### src/inc/cpt_pkg.sv
package cpt_pkg;
	localparam logic [7:0] CPT_OFS_CLK_A = 8'h00;
	localparam logic [7:0] CPT_OFS_CLK_B = 8'h01;
	localparam logic [7:0] CPT_OFS_PDN_TH = 8'h02;
	localparam logic [7:0] CPT_OFS_CHAN_LO = 8'h03;
	localparam logic [7:0] CPT_OFS_CHAN_HI = 8'h04;
	localparam logic [7:0] CPT_OFS_TEMP = 8'h05;

	localparam logic [7:0] CPT_CLK_A_RST = 8'h00;
	localparam logic [7:0] CPT_CLK_B_RST = 8'h2A;
	localparam logic [7:0] CPT_PDN_TH_RST = 8'hA0;
	localparam logic [7:0] CPT_CHAN_RST = 8'h00;
	localparam logic [7:0] CPT_TEMP_RST = 8'h00;

	// Lock flag and reserved bit are never stored
	localparam logic [7:0] CPT_CLK_B_WMASK = 8'hFB;
	localparam logic [7:0] CPT_PDN_TH_WMASK = 8'hF7;

	localparam int CPT_A_SOFT_RST = 3;
	localparam int CPT_A_PWR_UP = 0;
	localparam int CPT_B_PWR_LSB = 6;
	localparam int CPT_B_CKO_LSB = 4;
	localparam int CPT_B_AUTOMUTE = 3;
	localparam int CPT_B_LOCK = 2;
	localparam int CPT_B_VREF = 1;
	localparam int CPT_B_CLK_SEL = 0;
	localparam int CPT_C_RATE_LSB = 6;
	localparam int CPT_C_ONE_SHOT = 5;
	localparam int CPT_C_TRIG = 4;
	localparam int CPT_C_SENS_PD = 2;
	localparam int CPT_C_LOOP_PD = 1;
	localparam int CPT_C_REG_PD = 0;

	localparam int CPT_CLK_KHZ = 50000;
	localparam int CPT_CONV_TIME_MS = 120;
	localparam int CPT_CONV_CYCLES = CPT_CONV_TIME_MS * CPT_CLK_KHZ;
	localparam int CPT_CONV_MARGIN = 4;
	localparam int CPT_INTV_BASE_MS = 500;
	localparam int CPT_INTV_BASE_CYCLES = CPT_INTV_BASE_MS * CPT_CLK_KHZ;

	typedef enum logic [1:0] {
		CPT_PWR_PER_CHANNEL = 2'b00,
		CPT_PWR_RESERVED = 2'b01,
		CPT_PWR_LOW = 2'b10,
		CPT_PWR_LOWEST = 2'b11
	} cpt_pwr_e;

	typedef enum logic [1:0] {
		CPT_INTV_4S = 2'b00,
		CPT_INTV_0P5S = 2'b01,
		CPT_INTV_1S = 2'b10,
		CPT_INTV_2S = 2'b11
	} cpt_intv_e;

	typedef enum logic [0:0] {
		CPT_ST_IDLE = 1'b0,
		CPT_ST_CONVERT = 1'b1
	} cpt_state_e;

	typedef struct packed {
		cpt_pwr_e global_power_level;
		logic [1:0] clock_out_select;
		logic automute_active;
		logic vref_enable;
		logic direct_clock_select;
		logic master_power_up;
		logic soft_reset_active;
		logic sensor_power_down;
		logic loop_power_down;
		logic regulator_power_down;
		logic [15:0] channel_power_down;
	} cpt_ctrl_s;
endpackage

### src/design/cpt_clock_power_thermal.sv
`timescale 1ns/1ps
// Notes on behaviour
// - Two-bit global power level for all channels: 00 per-channel, 10 low, 11 lowest.
// - Two-bit clock-out select, reset 10 (buffered input clock).
// - Automute enable mutes all outputs while unlocked; lock flag reads at bit 2.
// - Internal reference enable resets to 1; clearing lets outside drive common mode.
// - Clock source bit: 0 loop clock (reset), 1 direct input clock.
// - Continuous interval codes: 00 4 s, 01 0.5 s, 10 1 s, 11 2 s.
// - Conversion mode bit: 0 continuous, 1 one-shot; resets to one-shot.
// - In one-shot mode a written 0-then-1 on the trigger gives one conversion if the sensor is on; several during one conversion queue only one.
// - New temperature result visible within 120 ms of the trigger write.
// - Sensor power-down bit: 0 sensor runs, 1 sensor off.
// - Loop power-down bit: 0 normal, 1 loop off.
// - Regulator power-down bit: 0 normal, 1 regulator off.
// - Per-channel power-down bits: channels 1-8 at 0x03, 9-16 at 0x04.
// - Read-only temperature code, degrees equal code minus 60, resets to zero.
// - Soft reset restores all registers except 0x00 and 0x01; port keeps working.
module cpt_clock_power_thermal #(
	parameter int CONV_CYCLES = cpt_pkg::CPT_CONV_CYCLES,
	parameter int INTV_BASE = cpt_pkg::CPT_INTV_BASE_CYCLES
) (
	input wire logic core_clk,
	input wire logic rstn,
	input wire logic reg_wr,
	input wire logic reg_rd,
	input wire logic [7:0] reg_addr,
	input wire logic [7:0] reg_wdata,
	output logic [7:0] reg_rdata,
	output logic reg_rvalid,
	input wire logic loop_locked_async,
	input wire logic sensor_valid,
	input wire logic [7:0] sensor_code,
	output logic sensor_start,
	output cpt_pkg::cpt_ctrl_s ctrl
);
	import cpt_pkg::*;

	logic [7:0] clk_a_r;
	logic [7:0] clk_b_r;
	logic [7:0] pdn_th_r;
	logic [7:0] chan_lo_r;
	logic [7:0] chan_hi_r;
	logic [7:0] temp_r;
	logic lock_meta_r;
	logic lock_sync_r;
	logic oneshot_req_r;
	logic soft_rst;
	logic wr_a;
	logic wr_b;
	logic wr_c;
	logic wr_lo;
	logic wr_hi;
	logic res_valid;
	logic [7:0] res_code;
	logic [7:0] rd_nxt;

	function automatic logic hit(input logic en, input logic [7:0] addr,
		input logic [7:0] ofs);
		hit = en && (addr == ofs);
	endfunction

	assign soft_rst = clk_a_r[CPT_A_SOFT_RST];
	assign wr_a = hit(reg_wr, reg_addr, CPT_OFS_CLK_A);
	assign wr_b = hit(reg_wr, reg_addr, CPT_OFS_CLK_B);
	assign wr_c = hit(reg_wr, reg_addr, CPT_OFS_PDN_TH);
	assign wr_lo = hit(reg_wr, reg_addr, CPT_OFS_CHAN_LO);
	assign wr_hi = hit(reg_wr, reg_addr, CPT_OFS_CHAN_HI);

	// Clock control registers survive soft reset
	always_ff @(posedge core_clk or negedge rstn) begin
		if (!rstn) begin
			clk_a_r <= CPT_CLK_A_RST;
		end else if (wr_a) begin
			clk_a_r <= reg_wdata;
		end
	end

	// Reserved power code is stored as written; its effect is left undefined
	always_ff @(posedge core_clk or negedge rstn) begin
		if (!rstn) begin
			clk_b_r <= CPT_CLK_B_RST;
		end else if (wr_b) begin
			clk_b_r <= reg_wdata & CPT_CLK_B_WMASK;
		end
	end

	always_ff @(posedge core_clk or negedge rstn) begin
		if (!rstn) begin
			pdn_th_r <= CPT_PDN_TH_RST;
		end else if (soft_rst) begin
			pdn_th_r <= CPT_PDN_TH_RST;
		end else if (wr_c) begin
			pdn_th_r <= reg_wdata & CPT_PDN_TH_WMASK;
		end
	end

	always_ff @(posedge core_clk or negedge rstn) begin
		if (!rstn) begin
			chan_lo_r <= CPT_CHAN_RST;
		end else if (soft_rst) begin
			chan_lo_r <= CPT_CHAN_RST;
		end else if (wr_lo) begin
			chan_lo_r <= reg_wdata;
		end
	end

	always_ff @(posedge core_clk or negedge rstn) begin
		if (!rstn) begin
			chan_hi_r <= CPT_CHAN_RST;
		end else if (soft_rst) begin
			chan_hi_r <= CPT_CHAN_RST;
		end else if (wr_hi) begin
			chan_hi_r <= reg_wdata;
		end
	end

	// Whole byte loads at once so a read never mixes two results
	always_ff @(posedge core_clk or negedge rstn) begin
		if (!rstn) begin
			temp_r <= CPT_TEMP_RST;
		end else if (soft_rst) begin
			temp_r <= CPT_TEMP_RST;
		end else if (res_valid) begin
			temp_r <= res_code;
		end
	end

	// Lock comes from the analog loop, unrelated to core_clk
	always_ff @(posedge core_clk or negedge rstn) begin
		if (!rstn) begin
			lock_meta_r <= 1'b0;
			lock_sync_r <= 1'b0;
		end else begin
			lock_meta_r <= loop_locked_async;
			lock_sync_r <= lock_meta_r;
		end
	end

	// Only a write of 1 over a stored 0 counts; rewriting 1 does nothing
	always_ff @(posedge core_clk or negedge rstn) begin
		if (!rstn) begin
			oneshot_req_r <= 1'b0;
		end else begin
			oneshot_req_r <= wr_c && !soft_rst && reg_wdata[CPT_C_ONE_SHOT] &&
				reg_wdata[CPT_C_TRIG] && !pdn_th_r[CPT_C_TRIG];
		end
	end

	cpt_thermal_seq #(
		.CONV_CYCLES(CONV_CYCLES),
		.INTV_BASE(INTV_BASE)
	) u_seq (
		.core_clk(core_clk),
		.rstn(rstn),
		.clear(soft_rst),
		.continuous(!pdn_th_r[CPT_C_ONE_SHOT]),
		.interval(cpt_intv_e'(pdn_th_r[CPT_C_RATE_LSB +: 2])),
		.sensor_off(pdn_th_r[CPT_C_SENS_PD]),
		.oneshot_req(oneshot_req_r),
		.sensor_valid(sensor_valid),
		.sensor_code(sensor_code),
		.sensor_start(sensor_start),
		.result_valid(res_valid),
		.result_code(res_code)
	);

	always_comb begin
		rd_nxt = 8'h00;
		case (reg_addr)
			CPT_OFS_CLK_A: rd_nxt = clk_a_r;
			CPT_OFS_CLK_B: begin
				rd_nxt = clk_b_r;
				rd_nxt[CPT_B_LOCK] = lock_sync_r;
			end
			CPT_OFS_PDN_TH: rd_nxt = pdn_th_r;
			CPT_OFS_CHAN_LO: rd_nxt = chan_lo_r;
			CPT_OFS_CHAN_HI: rd_nxt = chan_hi_r;
			CPT_OFS_TEMP: rd_nxt = temp_r;
			default: rd_nxt = 8'h00;
		endcase
	end

	always_ff @(posedge core_clk or negedge rstn) begin
		if (!rstn) begin
			reg_rdata <= 8'h00;
			reg_rvalid <= 1'b0;
		end else begin
			reg_rvalid <= reg_rd;
			if (reg_rd) begin
				reg_rdata <= rd_nxt;
			end
		end
	end

	// Power-up is only forwarded; the host orders its writes
	always_ff @(posedge core_clk or negedge rstn) begin
		if (!rstn) begin
			ctrl.master_power_up <= 1'b0;
			ctrl.soft_reset_active <= 1'b0;
		end else begin
			ctrl.master_power_up <= clk_a_r[CPT_A_PWR_UP];
			ctrl.soft_reset_active <= soft_rst;
		end
	end

	always_ff @(posedge core_clk or negedge rstn) begin
		if (!rstn) begin
			ctrl.global_power_level <= CPT_PWR_PER_CHANNEL;
			ctrl.clock_out_select <= CPT_CLK_B_RST[CPT_B_CKO_LSB +: 2];
			ctrl.vref_enable <= CPT_CLK_B_RST[CPT_B_VREF];
			ctrl.direct_clock_select <= CPT_CLK_B_RST[CPT_B_CLK_SEL];
		end else begin
			ctrl.global_power_level <= cpt_pwr_e'(clk_b_r[CPT_B_PWR_LSB +: 2]);
			ctrl.clock_out_select <= clk_b_r[CPT_B_CKO_LSB +: 2];
			ctrl.vref_enable <= clk_b_r[CPT_B_VREF];
			ctrl.direct_clock_select <= clk_b_r[CPT_B_CLK_SEL];
		end
	end

	// Mute follows the synchronised lock, so it lags the loop by a few cycles
	always_ff @(posedge core_clk or negedge rstn) begin
		if (!rstn) begin
			ctrl.automute_active <= 1'b0;
		end else begin
			ctrl.automute_active <= clk_b_r[CPT_B_AUTOMUTE] && !lock_sync_r;
		end
	end

	always_ff @(posedge core_clk or negedge rstn) begin
		if (!rstn) begin
			ctrl.sensor_power_down <= 1'b0;
			ctrl.loop_power_down <= 1'b0;
			ctrl.regulator_power_down <= 1'b0;
			ctrl.channel_power_down <= 16'h0000;
		end else begin
			ctrl.sensor_power_down <= pdn_th_r[CPT_C_SENS_PD];
			ctrl.loop_power_down <= pdn_th_r[CPT_C_LOOP_PD];
			ctrl.regulator_power_down <= pdn_th_r[CPT_C_REG_PD];
			ctrl.channel_power_down <= {chan_hi_r, chan_lo_r};
		end
	end
endmodule

### src/design/cpt_thermal_seq.sv
`timescale 1ns/1ps
module cpt_thermal_seq #(
	parameter int CONV_CYCLES = cpt_pkg::CPT_CONV_CYCLES,
	parameter int INTV_BASE = cpt_pkg::CPT_INTV_BASE_CYCLES
) (
	input wire logic core_clk,
	input wire logic rstn,
	input wire logic clear,
	input wire logic continuous,
	input wire cpt_pkg::cpt_intv_e interval,
	input wire logic sensor_off,
	input wire logic oneshot_req,
	input wire logic sensor_valid,
	input wire logic [7:0] sensor_code,
	output logic sensor_start,
	output logic result_valid,
	output logic [7:0] result_code
);
	import cpt_pkg::*;

	cpt_state_e state_r;
	logic pend_r;
	logic [31:0] conv_cnt_r;
	logic [31:0] intv_cnt_r;
	logic [31:0] intv_limit;
	logic go;
	logic finish;

	function automatic logic [31:0] intv_cycles(input cpt_intv_e code);
		case (code)
			CPT_INTV_4S: intv_cycles = 32'(INTV_BASE * 8);
			CPT_INTV_0P5S: intv_cycles = 32'(INTV_BASE);
			CPT_INTV_1S: intv_cycles = 32'(INTV_BASE * 2);
			default: intv_cycles = 32'(INTV_BASE * 4);
		endcase
	endfunction

	assign intv_limit = intv_cycles(interval);
	assign go = (state_r == CPT_ST_IDLE) && !clear && !sensor_off &&
		(oneshot_req || pend_r || (continuous && intv_cnt_r >= intv_limit - 32'h1));
	// Deadline leaves margin for the request and readout register stages
	assign finish = (state_r == CPT_ST_CONVERT) &&
		(sensor_valid || conv_cnt_r == 32'(CONV_CYCLES - CPT_CONV_MARGIN));

	// A request during a running conversion is held, not lost
	always_ff @(posedge core_clk or negedge rstn) begin
		if (!rstn) begin
			pend_r <= 1'b0;
		end else if (oneshot_req && !clear) begin
			pend_r <= (state_r == CPT_ST_CONVERT);
		end else if (go || clear || sensor_off) begin
			pend_r <= 1'b0;
		end
	end

	always_ff @(posedge core_clk or negedge rstn) begin
		if (!rstn) begin
			intv_cnt_r <= 32'h0;
		end else if (!continuous || clear || go || state_r != CPT_ST_IDLE) begin
			intv_cnt_r <= 32'h0;
		end else begin
			intv_cnt_r <= intv_cnt_r + 32'h1;
		end
	end

	always_ff @(posedge core_clk or negedge rstn) begin
		if (!rstn) begin
			state_r <= CPT_ST_IDLE;
			conv_cnt_r <= 32'h0;
		end else begin
			case (state_r)
				CPT_ST_IDLE: begin
					conv_cnt_r <= 32'h0;
					if (go) begin
						state_r <= CPT_ST_CONVERT;
					end
				end
				CPT_ST_CONVERT: begin
					conv_cnt_r <= conv_cnt_r + 32'h1;
					if (clear || sensor_off || finish) begin
						state_r <= CPT_ST_IDLE;
					end
				end
				default: state_r <= CPT_ST_IDLE;
			endcase
		end
	end

	always_ff @(posedge core_clk or negedge rstn) begin
		if (!rstn) begin
			sensor_start <= 1'b0;
			result_valid <= 1'b0;
			result_code <= CPT_TEMP_RST;
		end else begin
			sensor_start <= go;
			result_valid <= finish && !clear && !sensor_off;
			if (finish) begin
				result_code <= sensor_code;
			end
		end
	end
endmodule

### config.mk
export PLATFORM = sky130hd
export DESIGN_NAME = cpt_clock_power_thermal
export DESIGN_NICKNAME = d
export VERILOG_FILES = /design/src/inc/cpt_pkg.sv /design/src/design/cpt_clock_power_thermal.sv /design/src/design/cpt_thermal_seq.sv
export SDC_FILE = /design/constraint.sdc
export NUM_CORES = 1
export LEC_CHECK = 0
export BUFFER_PORTS_ARGS = -buffer_cell sky130_fd_sc_hd__buf_2
export CAP_MARGIN = 20
export CORE_MARGIN = 2
export CORE_UTILIZATION = 44
export CTS_CLUSTER_DIAMETER = 80
export DETAILED_ROUTE_END_ITERATION = 12
export PLACE_DENSITY = 0.62
export SLEW_MARGIN = 20
export SYNTH_ARGS = -nofsm -noshare
export SYNTH_HDL_FRONTEND = slang
export SYNTH_SLANG_ARGS = --single-unit
### constraint.sdc
create_clock -name core_clk -period 2.4 [get_ports core_clk]
set_input_delay 0.48 -clock core_clk [delete_from_list [all_inputs] [get_ports core_clk]]
set_output_delay 0.48 -clock core_clk [all_outputs]
set_load 0.05 [all_outputs]
* Yosys cells after proc, flatten, opt, wreduce, memory -nomap -nowiden *
Index checks and enable logic that the tools add are counted.

storage, ports and cells
  output and inout port bits = 38
  bits of input ports = 30
  word-level logic and storage cells = 99
  flip-flop bits (word level) = 163

cells by class
  eq/ne operators = 8
  reductions and logical operators = 40
  add/sub/neg operators = 3
  bitwise logic cells = 1
  mux-type cells = 17
  order comparisons = 1

operator list
  cell                   number
  $pmux 28 s3            1
  $add 32x1->32 const B  2
  $mux 8                 8
  $pmux 32 s2            1
  $pmux 8 s6             1
  $eq 32x23->1 const B   1
  $ge 32x32->1           1
  $mux 32                1
  $sub 28x1->29 const B  1
  $logic_and 1x1->1      18
  $eq 8x2->1 const B     2
  $eq 8x3->1 const B     2
  $logic_or 1x1->1       10
  $reduce_bool 2->1      5
  $eq 8x1->1 const B     1
  $logic_not 8->1        1
  $logic_not 1->1        5
  $mux 1                 4
  $eq 2x1->1 const B     1
  $eq 2x2->1 const B     1
  $logic_not 2->1        1
  $pmux 1 s2             1
  $not 1->1              1

* Depth between registers and ports, before layout *
  depth in word-level cells = 11
  depth in mapped cells = 11

* By module *
From an unflattened synthesis, not the netlist that was laid out.

unflattened totals
  cell total of the unflattened synthesis = 678
  area, all modules = 7706.1 µm²

modules (own cells, without submodules)
  module                   seq. area each (µm²)  area an instance (µm²)  cells an instance  times used
  cpt_thermal_seq          1901.8                4266.6                  415                1
  cpt_clock_power_thermal  2160.8                3439.5                  263                1

* Worst setup path after synthesis *
Ideal clock, no wire load.

  path kind = reg-to-reg
  from = register pdn_th_r[7]
  to = register u_seq.intv_cnt_r[24]
  arrival time = 2230 ps
  cell stages (with the launch flop) = 11
  slack = 101 ps
  library setup time = 69 ps
  buffers on the path = 1
  path through = dfstp_2 > inv_1 > ha_1 > ha_1 > a21oi_1 > o21ai_0 > a21o_1 > o2111ai_1 > nand3_2 > buf_6 > nor2_2

on the way
  cells in the longest elaborated chain, start to end = 10
  elaborated cells between the ends (all ways) = 12
  classes of those cells = add/sub: 1; order compare: 1; eq/ne: 2; mux: 2; reduce/logical: 6

RTL lines
  element                             RTL line                       RTL
  start, declared                     cpt_clock_power_thermal.sv:40  logic [7:0] pdn_th_r;
  start signal, assigned              cpt_clock_power_thermal.sv:93  pdn_th_r <= reg_wdata & CPT_PDN_TH_WMASK;
  $eq 2x2->1 (tied with other cells)  cpt_thermal_seq.sv:30          case (code)
  $pmux 28 s3 (*)                     cpt_thermal_seq.sv:30
  $sub 28x1->29 (*)                   cpt_thermal_seq.sv:40          (oneshot_req || pend_r || (continuous && intv_cnt_r >= intv_limit - 32'h1));
  $ge 32x32->1 (*)                    cpt_thermal_seq.sv:40
  $logic_and 1x1->1 (*)               cpt_thermal_seq.sv:40
  $logic_or 1x1->1 (*)                cpt_thermal_seq.sv:40
  $logic_and 1x1->1 (*)               cpt_thermal_seq.sv:39          assign go = (state_r == CPT_ST_IDLE) && !clear && !sensor_off &&
  $logic_or 1x1->1 (*) (2 in series)  cpt_thermal_seq.sv:59          end else if (!continuous || clear || go || state_r != CPT_ST_IDLE) begin
  $mux 32 (*)                         cpt_thermal_seq.sv:59
  end signal, assigned                cpt_thermal_seq.sv:62          intv_cnt_r <= intv_cnt_r + 32'h1;
  end, declared                       cpt_thermal_seq.sv:24          logic [31:0] intv_cnt_r;

Mark *: on every way between the ends. The rest lies on a longest branch, timed or not.
A chain may end at the register's enable or synchronous reset.

* Worst setup path in the final report *
  from = register pdn_th_r[7]
  to = register u_seq.intv_cnt_r[20]

The elaborated chain is that of the path after synthesis.

==> reports/results.tsv <==
metric	value	unit
status	finished, violations left	
violations	negative setup slack	
slew_headroom	59.47	%
synth_edf_count	0	
via_per_inst	5.290	
cts-root-buf	clkbuf_16	
start_util	44.89	%
clock_skew	0.01140	ns
diodes	0	
nets	817	
cts_max_level	4	
num_vias	5248	
ios	68	
postRouteAntennaNets	0	
drtIter0Drc	319	
min_period	2.468	ns
drtPass1Iterations	5	
port_buffers	67	
yosysWarnings	0	
syn_nets	728	
drive_gt1_share	24.74	%
hold_viol_final	0	
antenna_found_initial	0	
cp-end-kind	flip-flop	
fin_crit_sh	102.8	%
core	16580	µm²
syn_to_final_growth	19.90	%
grt.busiest_layer	met2	
wl	16300	µm
cts.clk_slew.worst_paths	0.07	ns
n_fill_cell	1426	
hp-class	input port to flip-flop	
rrSetupSlack	-0.07	ns
synth_flop_cell	dfrtp_1	
power_density	714.2	nW/µm²
gp_congestion	0.8600	
grt_max_degree	55	
final_util	53.83	%
yosysUniqueCellTypes	51	
cts_sinks	162	
ir_drop	0.4552	mV
die_area	17980	µm²
p_total	6.375	mW
postSynthAreaPerCell	11.11	µm²
crit_fanout	16	
postSynthCellCount	670	
grt.total_usage	19.56	%
max_freq	405.2	MHz
rows	47	
met1_usage	26.29	%
setup_slack	-0.06763	ns
grt_pass1_vias	5468	
ys_seq_area_share	54.57	%
cts_tree	built	
gr-usage-met3	4.422	%
critPathKind	flip-flop to flip-flop	
die_x	134.1	µm
grt_pass1_wl	27690	µm
hpwl	11230	µm
max-cap-violations	0	
rsz0062_at_grt	yes	
synth-async-reset-ratio	100.0	%
synth_area	7445	µm²
ys_ff_latch	162	
overflow	0	
preCtsSetupSlack	-0.1636	ns
drc	0	
cts_buffers	17	
leakagePower	4.155	nW
use_met2	32.25	%
setup_viol	34	
worstPathArrival	2.79	ns
slew_viol_final	0	
clockBufferDepth	2	
worst_pin_slew	0.6025	ns
die_height	134.1	µm
required	2.72	ns
post_drt_wl_per_cell	16.43	µm
insertion_delay	0.43	ns
start_kind	flip-flop	
[worst paths after layout]
path | from | to | depth (start not counted)
max | pdn_th_r[7] | u_seq.intv_cnt_r[20] | 11
min | loop_locked_async | lock_meta_r | 1
max reg2reg | pdn_th_r[7] | u_seq.intv_cnt_r[20] | 11
min reg2reg | lock_meta_r | lock_sync_r | 0
max in group asynchronous | rstn | u_seq.conv_cnt_r[16] | 3
min in group asynchronous | rstn | u_seq.intv_cnt_r[30] | 2
[Yosys cell counts (all sizes together) (2+ instances only)]
cell    instances  share of area [%]
or3             9               0.76
inv            18               0.91
dfrtp         155                 52
ha             28                4.7
xnor2          29                3.4
nor2           78                4.3
conb            2               0.10
xor2           22                2.6
o21ai          13               0.87
a31oi           7               0.59
dfstp           7                2.5
mux2i          16                2.2
nand2          51                2.6
mux2           23                3.5
nor3            9               0.67
or4             3               0.30
a211o           3               0.35
nor4            8               0.67
clkbuf         16               0.81
a22oi           8               0.81
buf            10               0.84
nor2b           4               0.34
and2           23                1.9
nand4b          3               0.35
nand3          40                2.8
a21oi          22                1.5
and4            3               0.35
a21boi          9               0.91
nand4          19                1.6
and3           10               0.84
mux4            8                2.4
[cell type report]
class | count | area (µm²) | area share (%)
Tap cell | 220 | 275.3 | 3.084
Clock buffer | 17 | 425.4 | 4.766
Clock inverter | 15 | 186.4 | 2.089
Inverter | 18 | 67.56 | 0.7569
Multi-Input combinational cell | 464 | 3286 | 36.81
Sequential cell | 162 | 4063 | 45.51
Timing Repair Buffer | 96 | 623.1 | 6.981
[per-stage QoR]
step	setup TNS (ns)	cells	hold slack, ns	area, µm²
after detailed placement	-2.769	952	0.3427	8134
after floorplan	0	670	0.1844	7445
after global routing	-4.653	992	0.1349	8926
after CTS	0	990	0.1380	8901
after global placement	-0.2595	952	0.3392	8134
final	-1.919	992	0.1553	8926
[critical path, cell delays in order, from the launching register on]
cell and delay (ns):
dfstp_2 0.56, buf_6 0.11, ha_4 0.12, inv_2 0.04, ha_4 0.26, nand4_1 0.19, nor4_4 0.38, o2111ai_2 0.17
buf_4 0.18, nand3_4 0.12, buf_12 0.17, nor2_1 0.06
[cell usage in the layout (no fill, tap or decap), types with 6 or more instances in the layout]
master,count
nand3_1,39
or3_1,9
and3_1,10
nand2_1,51
nand4_1,19
nor3_1,8
clkinv_8,6
mux4_2,8
a31oi_1,7
o21ai_0,12
dfrtp_1,155
nor2_2,10
mux2_2,23
a21oi_1,22
nor2_1,68
ha_1,23
a22oi_1,8
a21boi_0,8
buf_4,23
buf_2,66
inv_1,15
xnor2_1,29
mux2i_1,16
and2_1,23
nor4_1,6
dfstp_2,7
clkbuf_16,17
xor2_1,22
[power by group]
group	total, mW	switching (mW)	internal (mW)
clock network	2.69	1.28	1.41
logic	0.737	0.455	0.282
registers	2.95	0.0875	2.86
total	6.38	1.82	4.55
[flip-flops by register name, indices dropped and copies added, names as in the netlist, 7 cells and up]
register           cells
u_seq.result_code      8
pdn_th_r               7
clk_b_r                7
ctrl                  28
chan_lo_r              8
clk_a_r                8
chan_hi_r              8
u_seq.intv_cnt_r      32
temp_r                 8
u_seq.conv_cnt_r      32
reg_rdata              8
[routing by layer]
| metal | vias up | part of all wire (%) |
|---|---|---|
| met1 | 2627 | 46 |
| met4 | 0 | 0.93 |
| met3 | 13 | 4.1 |
| li1 | 2508 | - |
| met5 | - | 0 |
| met2 | 100 | 49 |
[cell families (layout without fill, tap and decap cells)]
group / count (synthesis) / count (layout) / share of synthesized area (%)
fa+ha+maj: 28 / 28 / 4.706
buf+inv: 44 / 146 / 2.555
flops: 162 / 162 / 54.57
mux: 47 / 47 / 8.050
xor+xnor: 51 / 51 / 6.000
other cells: 2 / 2 / 0.1009
simple gates: 265 / 265 / 18.03
compound gates: 71 / 71 / 5.984
[timing repair]
action,in CTS,in global routing
endpoints found under the hold margin,1,0
endpoints found under the setup margin,34,42
hold buffers,1,0
gates resized for setup,15,3
cloned,1,0
pin swaps,7,7
setup buffers,4,2
(Power assumes the default switching activity.)
